File: config.mk
export PLATFORM = sky130hd
export DESIGN_NAME = hmtr_readout
export DESIGN_NICKNAME = d
export VERILOG_FILES = /design/src/hmtr_pkg.sv /design/src/hmtr_readout.sv
export SDC_FILE = /design/constraint.sdc
export NUM_CORES = 1
export LEC_CHECK = 0
export ABC_AREA = 1
export BUFFER_PORTS_ARGS = -buffer_cell sky130_fd_sc_hd__clkbuf_2
export CORE_UTILIZATION = 52
export DETAILED_ROUTE_END_ITERATION = 6
export PLACE_DENSITY_LB_ADDON = 0.25
export SLEW_MARGIN = 25
export SYNTH_ARGS = -nofsm -noshare
export SYNTH_HDL_FRONTEND = slang
export SYNTH_SLANG_ARGS = --single-unit
export TNS_END_PERCENT = 10
File: constraint.sdc
create_clock -name core_clk -period 2.9 [get_ports core_clk]
set_input_delay 0.435 -clock core_clk [delete_from_list [all_inputs] [get_ports core_clk]]
set_output_delay 0.435 -clock core_clk [all_outputs]
set_load 0.005 [all_outputs]
File: src/hmtr_pkg.sv
// constants and types shared by the humidity and temperature readout block
package hmtr_pkg;
  // byte offsets on the register port
  localparam logic [7:0] HALT_OFF  = 8'h23;
  localparam logic [7:0] STATE_OFF = 8'h24;
  localparam logic [7:0] TEMP_OFF  = 8'h30;
  localparam logic [7:0] HUM_OFF   = 8'h33;
  localparam int         RES_BYTES = 3;

  // sensor index doubles as bit position in halt and state registers
  localparam int TEMP_BIT = 0;
  localparam int HUM_BIT  = 1;
  localparam int NSENS    = 2;

  // result field layout
  localparam int DATA_W    = 16;
  localparam int VALID_POS = 16;
  localparam int CRC_LSB   = 17;
  localparam int CRC_W     = 7;
  localparam int RES_W     = 24;

  // reset values
  localparam logic [7:0]       RDATA_RST  = 8'h00;
  localparam logic [RES_W-1:0] RESULT_RST = 24'h000000;
  localparam logic [DATA_W-1:0] DATA_RST  = 16'h0000;

  // per-sensor sequencer states, one-hot
  typedef enum logic [1:0] {
    HMTR_IDLE = 2'b01,
    HMTR_MEAS = 2'b10
  } hmtr_state_t;
endpackage

File: src/hmtr_readout.sv
// measurement stop, status and double-buffered result readout
// What this block does
// - Halt bit 1 ends continuous humidity sequence
// - Halt bit 0 ends continuous temperature sequence
// - Zero halt bit leaves sensor untouched
// - State bit 1 shows humidity conversion busy
// - State bit 0 shows temperature busy, clears
// - Temperature result keeps latest finished measurement
// - Humidity result keeps latest finished measurement
// - First byte read snapshots all three bytes
// - Temperature bits 23:17 hold check value
// - Temperature bit 16 marks valid data
// - Temperature bits 15:0, 1/64 K, LSB first
// - Humidity bits 23:17 hold check value
// - Humidity bit 16 marks valid data
// - Humidity bits 15:0, 1/512 %RH, LSB first
// - Run bit picks single-shot or continuous mode
// - Start one launches, start zero does nothing
`timescale 1ns/1ps

module hmtr_readout #(
  parameter logic [6:0] CRC_POLY = 7'h09, // generator taps, arbitrary default
  parameter logic [6:0] CRC_INIT = 7'h7f  // register preset, arbitrary default
) (
  input  wire logic        core_clk,
  input  wire logic        reset,
  // byte register port, driven by the serial slave
  input  wire logic [7:0]  reg_addr,
  input  wire logic        reg_wr,
  input  wire logic [7:0]  reg_wdata,
  input  wire logic        reg_rd,
  output logic      [7:0]  reg_rdata,
  // run mode and start from the neighbouring control registers
  input  wire logic        temp_run_cont,
  input  wire logic        hum_run_cont,
  input  wire logic        temp_start,
  input  wire logic        hum_start,
  // converter handshake
  output logic             temp_conv_start,
  output logic             hum_conv_start,
  input  wire logic        temp_conv_done,
  input  wire logic [15:0] temp_conv_data,
  input  wire logic        hum_conv_done,
  input  wire logic [15:0] hum_conv_data,
  // status mirror
  output logic             temp_busy,
  output logic             hum_busy
);

  // crc-7 over valid flag then data, msb first
  function automatic logic [6:0] hmtr_crc7(input logic [16:0] msg);
    logic [6:0] c;
    logic       fb;
    c = CRC_INIT;
    for (int i = 16; i >= 0; i--)
    begin
      fb = c[6] ^ msg[i];
      c  = {c[5:0], 1'b0};
      if (fb)
      begin
        c = c ^ CRC_POLY;
      end
    end
    return c;
  endfunction

  // byte select inside a result word, byte 0 is bits 7:0
  function automatic logic [7:0] hmtr_byte(input logic [23:0] w, input logic [1:0] idx);
    logic [7:0] b;
    b = 8'h00;
    case (idx)
      2'd0:    b = w[7:0];
      2'd1:    b = w[15:8];
      2'd2:    b = w[23:16];
      default: b = 8'h00;
    endcase
    return b;
  endfunction

  // true when addr falls inside the three bytes of a result word
  function automatic logic hmtr_in_result(input logic [7:0] addr, input logic [7:0] base);
    logic [7:0] rel;
    rel = addr - base;
    return rel < 8'(hmtr_pkg::RES_BYTES);
  endfunction

  // status byte: one busy bit per sensor, upper bits read zero
  function automatic logic [7:0] hmtr_status(input logic [hmtr_pkg::NSENS-1:0] b);
    logic [7:0] v;
    v = 8'h00;
    v[hmtr_pkg::NSENS-1:0] = b;
    return v;
  endfunction

  logic [hmtr_pkg::NSENS-1:0]  run_cont;
  logic [hmtr_pkg::NSENS-1:0]  start_req;
  logic [hmtr_pkg::NSENS-1:0]  halt_req;
  logic [hmtr_pkg::NSENS-1:0]  conv_done;
  logic [hmtr_pkg::DATA_W-1:0] conv_data [hmtr_pkg::NSENS];
  logic [hmtr_pkg::NSENS-1:0]  busy;
  logic [hmtr_pkg::NSENS-1:0]  kick;
  logic [hmtr_pkg::RES_W-1:0]  live [hmtr_pkg::NSENS];
  logic                        hit_halt;
  logic                        hit_state;
  logic                        hit_temp0;
  logic                        hit_hum0;
  logic                        in_temp;
  logic                        in_hum;
  logic                        rd_temp0;
  logic                        rd_hum0;

  // single-address hits on the register port
  assign hit_halt  = (reg_addr == hmtr_pkg::HALT_OFF);
  assign hit_state = (reg_addr == hmtr_pkg::STATE_OFF);
  assign hit_temp0 = (reg_addr == hmtr_pkg::TEMP_OFF);
  assign hit_hum0  = (reg_addr == hmtr_pkg::HUM_OFF);

  // whole result words on the register port
  assign in_temp = hmtr_in_result(reg_addr, hmtr_pkg::TEMP_OFF);
  assign in_hum  = hmtr_in_result(reg_addr, hmtr_pkg::HUM_OFF);

  // first-byte reads, which latch a snapshot
  assign rd_temp0 = reg_rd && hit_temp0;
  assign rd_hum0  = reg_rd && hit_hum0;

  // mode and start per sensor, indexed by bit position
  assign run_cont[hmtr_pkg::TEMP_BIT]  = temp_run_cont;
  assign run_cont[hmtr_pkg::HUM_BIT]   = hum_run_cont;
  assign start_req[hmtr_pkg::TEMP_BIT] = temp_start;
  assign start_req[hmtr_pkg::HUM_BIT]  = hum_start;

  // converter answers per sensor
  assign conv_done[hmtr_pkg::TEMP_BIT] = temp_conv_done;
  assign conv_done[hmtr_pkg::HUM_BIT]  = hum_conv_done;
  assign conv_data[hmtr_pkg::TEMP_BIT] = temp_conv_data;
  assign conv_data[hmtr_pkg::HUM_BIT]  = hum_conv_data;

  // halt write: each set bit addresses its own sensor only
  always_comb
  begin
    halt_req = '0;
    if (reg_wr && hit_halt)
    begin
      halt_req = reg_wdata[hmtr_pkg::NSENS-1:0];
    end
  end

  // one sequencer and one result per sensor
  for (genvar s = 0; s < hmtr_pkg::NSENS; s++)
  begin : g_sens
    hmtr_pkg::hmtr_state_t       state_q;
    logic                        kick_q;
    logic [hmtr_pkg::DATA_W-1:0] data_q;
    logic                        valid_q;
    logic                        halt_go;
    logic                        take;
    logic [hmtr_pkg::CRC_W-1:0]  crc;

    // halt only counts in continuous mode; a done in the halt cycle is dropped
    assign halt_go = halt_req[s] && run_cont[s];
    assign take    = (state_q == hmtr_pkg::HMTR_MEAS) && conv_done[s] && !halt_go;

    // sequencer: start launches, done ends or re-arms, halt aborts continuous
    always_ff @(posedge core_clk or posedge reset)
    begin
      if (reset)
      begin
        state_q <= hmtr_pkg::HMTR_IDLE;
      end
      else
      begin
        case (state_q)
          hmtr_pkg::HMTR_IDLE:
          begin
            if (start_req[s])
            begin
              state_q <= hmtr_pkg::HMTR_MEAS;
            end
          end
          hmtr_pkg::HMTR_MEAS:
          begin
            if (halt_go)
            begin
              state_q <= hmtr_pkg::HMTR_IDLE;
            end
            else if (conv_done[s] && !run_cont[s])
            begin
              state_q <= hmtr_pkg::HMTR_IDLE;
            end
          end
          default:
          begin
            state_q <= hmtr_pkg::HMTR_IDLE;
          end
        endcase
      end
    end

    // converter kick: one pulse per launch, again after each continuous done
    always_ff @(posedge core_clk or posedge reset)
    begin
      if (reset)
      begin
        kick_q <= 1'b0;
      end
      else if (state_q == hmtr_pkg::HMTR_IDLE)
      begin
        kick_q <= start_req[s];
      end
      else
      begin
        kick_q <= take && run_cont[s];
      end
    end

    // live data: overwritten by each finished conversion
    always_ff @(posedge core_clk or posedge reset)
    begin
      if (reset)
      begin
        data_q <= hmtr_pkg::DATA_RST;
      end
      else if (take)
      begin
        data_q <= conv_data[s];
      end
    end

    // valid flag: set by the first finished conversion, cleared by reset only
    always_ff @(posedge core_clk or posedge reset)
    begin
      if (reset)
      begin
        valid_q <= 1'b0;
      end
      else if (take)
      begin
        valid_q <= 1'b1;
      end
    end

    assign busy[s] = (state_q == hmtr_pkg::HMTR_MEAS);
    assign kick[s] = kick_q;

    // check value over valid flag then data
    assign crc = hmtr_crc7({valid_q, data_q});
    // pack check value, valid flag and data
    assign live[s] = {crc, valid_q, data_q};
  end

  assign temp_conv_start = kick[hmtr_pkg::TEMP_BIT];
  assign hum_conv_start  = kick[hmtr_pkg::HUM_BIT];
  assign temp_busy       = busy[hmtr_pkg::TEMP_BIT];
  assign hum_busy        = busy[hmtr_pkg::HUM_BIT];

  logic [hmtr_pkg::RES_W-1:0] temp_snap_q;
  logic [hmtr_pkg::RES_W-1:0] hum_snap_q;

  // temperature snapshot: taken on a read of its first byte
  always_ff @(posedge core_clk or posedge reset)
  begin
    if (reset)
    begin
      temp_snap_q <= hmtr_pkg::RESULT_RST;
    end
    else if (rd_temp0)
    begin
      temp_snap_q <= live[hmtr_pkg::TEMP_BIT];
    end
  end

  // humidity snapshot: taken on a read of its first byte
  always_ff @(posedge core_clk or posedge reset)
  begin
    if (reset)
    begin
      hum_snap_q <= hmtr_pkg::RESULT_RST;
    end
    else if (rd_hum0)
    begin
      hum_snap_q <= live[hmtr_pkg::HUM_BIT];
    end
  end

  logic [7:0] rd_byte;
  logic [7:0] rel_t;
  logic [7:0] rel_h;
  logic [7:0] temp_byte;
  logic [7:0] hum_byte;

  assign rel_t = reg_addr - hmtr_pkg::TEMP_OFF;
  assign rel_h = reg_addr - hmtr_pkg::HUM_OFF;

  // temperature bytes: first from the live word, later ones from the snapshot
  always_comb
  begin
    temp_byte = hmtr_byte(temp_snap_q, rel_t[1:0]);
    if (hit_temp0)
    begin
      temp_byte = live[hmtr_pkg::TEMP_BIT][7:0];
    end
  end

  // humidity bytes: first from the live word, later ones from the snapshot
  always_comb
  begin
    hum_byte = hmtr_byte(hum_snap_q, rel_h[1:0]);
    if (hit_hum0)
    begin
      hum_byte = live[hmtr_pkg::HUM_BIT][7:0];
    end
  end

  // read decode: unmapped and write-only addresses read zero
  always_comb
  begin
    rd_byte = 8'h00;
    if (hit_state)
    begin
      rd_byte = hmtr_status(busy);
    end
    else if (in_temp)
    begin
      rd_byte = temp_byte;
    end
    else if (in_hum)
    begin
      rd_byte = hum_byte;
    end
  end

  // read data register, loaded on each read strobe
  always_ff @(posedge core_clk or posedge reset)
  begin
    if (reset)
    begin
      reg_rdata <= hmtr_pkg::RDATA_RST;
    end
    else if (reg_rd)
    begin
      reg_rdata <= rd_byte;
    end
  end

endmodule

==> results.toml <==
[final_layout]
multiInputGateArea_um2 = 2367
final_layout_size_suffix_gt1_frac = 0.1883
finish.utilization = 0.6051
stdcell_count = 867
final_cell_mix = "260 x nand2_1, 89 x dfrtp_1, 64 x inv_1"
nets = 791
layout_commonest_cell = "nand2_1"
fill_cells = 864
syn2layout_area_growth_pct = 11.41
register_area_um2 = 2280
diodes = 0
final_cell_area_um2 = 5670

[timing]
fmax_mhz = 571.8
setup_violations = 0
rsz0062_at_grt = "no"
slew_violations = 0
finalSetupTns_ns = 0
skew_ns = 0.01653
finalCriticalPeriod_ns = 1.749
timing.final.hold_violations = 0
slew_headroom = 0.4721
post-route-period-util = 0.6030
worstMarginPinSlew_ns = 0.7909

[clock_tree]
cts_sinks = 91
clkTransAtPathRegs_ns = 0.10
insertion_delay_ns = 0.37
post-cts-setup-buffer-count = 0
cts_made_buffers = 9
ctsResizeCount = 0
postCtsHoldBufs = 0
cts_tree = "yes"
root_buffer = "clkbuf_8"
cts_buffer_depth = 2
h-tree-depth = 3

[setup_path]
crit_required_ns = 3.15
cp_data_arrival_time_ns = 2.00
crit_fanout = 4
worstSetupStartpointType = "register"
critPathKind = "reg -> reg"
cp-end-kind = "register"

[pwr]
power.density_nw_per_um2 = 942.0
worst_ir_drop_vdd_uv = 474.0
p_leak_nw = 3.020

[floorplan]
rows = 35
start_util = 0.5431
core_area_um2 = 9371
fp.dieW_um = 100.9
dieArea_um2 = 10190
ioPinCount = 70
die_y_um = 100.9

[detailed_routing]
firstDrtPassIters = 5
ant_nets = 0
avgViaCountPerCell = 5.163
avgRoutedWirePerCell_um = 13.81
vias = 4476
route.detailed.drc = 0
drt_iter0_drc = 314
drt_wl_total_um = 11970

[global_routing]
grt_pass1_wl_um = 20500
grt_max_degree = 48
grt_pass1_vias = 4360
grt.total_usage = 0.2609
antenna_found_initial = 0
gr-total-overflow = 0

[place]
gp_congestion = 0.8753
dpl.hpwl_um = 9125
port_buffers = 63
dp_cells = 851
placed_area_um2 = 5446

[outcome]
status = "complete, no violations"

[flow_run]
drv_cap = 0

[yosys]
synth.avg_cell_area_um2 = 7.552
netlist_area_um2 = 5090
netlist_instances = 674
synth_seq_cells = 91
syn_nets = 732
yosysWarnings = 0
yosysUniqueCellTypes = 40
synth-seq-area-share = 0.4479

[worst_hold_path]
hold_class = "in -> async"
report_power, final:
part	internal [mW]	switching (mW)
Clock	0.497	0.476
Combinational	0.834	1.65
Sequential	1.61	0.274
Total	2.95	2.40
cells in the mapped netlist (all sizes together):
master   count  area, µm²
dfstp        2      52.55
or2          1      6.260
a21oi       35      265.3
nand3b       1      7.510
clkbuf       5      22.52
o2111ai      2      17.52
nand3       47      240.2
nor2        52      239.0
xor2         8      70.07
xnor2        5      43.79
buf         14      141.4
o21ai       59      329.1
nand2      263       1005
clkinv       1      3.750
a31oi        2      12.51
o22ai        1      6.260
o221ai       1      8.760
a21o         1      7.510
o211ai       1      7.510
inv         72      275.3
dfrtp       89       2227
nand4        8      65.06
nor3         4      36.29
state kept, by name, indices dropped and copies added (netlist names):
name,count
hum_conv_start,1
reg_rdata,8
temp_snap_q,19
g_sens.data_q,32
g_sens.valid_q,2
temp_conv_start,1
g_sens.state_q,4
hum_snap_q,24
logic make-up after synthesis:
family	count (synthesis)	synth area share
XOR/XNOR	13	0.02237
AND/OR/NAND/NOR	376	0.3142
flip-flops	91	0.4479
buffers and inverters	92	0.08702
AO/OA/AOI/OAI	102	0.1286
per-stage QoR:
step	hold WS (ns)	setup WS [ns]	total power, mW
final	0.1630	1.151	5.341
after global routing	0.2204	0.9406	5.821
after CTS	0.1855	1.196	5.338
after detailed placement	0.4683	0.8298	4.366
after global placement	0.4555	0.8649	4.245
after floorplan	0.4422	0.1047	3.779
final timing paths:
check / from / endpoint / slack [ns] / cells past startpoint
max: g_sens[1].valid_q$_DFFE_PP0N_ / hum_snap_q[21]$_DFFE_PP0P_ / 1.15 / 14
min: reset / hum_conv_start$_DFF_PP0_ / 0.16 / 2
max reg2reg: g_sens[1].valid_q$_DFFE_PP0N_ / hum_snap_q[21]$_DFFE_PP0P_ / 1.15 / 14
min reg2reg: reg_rdata[2]$_DFFE_PP0P_ / reg_rdata[2]$_DFFE_PP0P_ / 0.50 / 2
max in group asynchronous: reset / reg_rdata[7]$_DFFE_PP0P_ / 2.02 / 3
min in group core_clk: hum_conv_data[5] / g_sens[1].data_q[5]$_DFFE_PP0N_ / 0.30 / 3
critical path, cell delays in order, from the launching register on:
cell	delay, ns
dfrtp_1	0.41
inv_1	0.11
nand2_1	0.06
nand2_1	0.16
inv_1	0.10
nand2_1	0.14
nand2_1	0.11
nand2_1	0.09
nand2_1	0.07
inv_1	0.06
nand2_1	0.06
nand2_1	0.08
nand2_1	0.06
nand3_1	0.07
nand2_1	0.05
area by class of cell:
class | instances | area share
multi-input combinational | 491 | 0.4175
inverter | 73 | 0.04943
tap | 129 | 0.02846
clock inverter | 6 | 0.01699
timing repair buffer | 67 | 0.06311
clock buffer | 10 | 0.02251
sequential | 91 | 0.4020
per-layer routing:
layer	global-route usage	vias up	share of wire	wire [µm]
li1	-	2248	-	-
met1	0.3638	2067	0.47	5589
met2	0.4157	145	0.46	5477
met3	0.04092	16	0.061	726
met4	0.08919	0	0.015	178
met5	0	-	0	0
No activity file was read; power rests on OpenSTA's default activity.
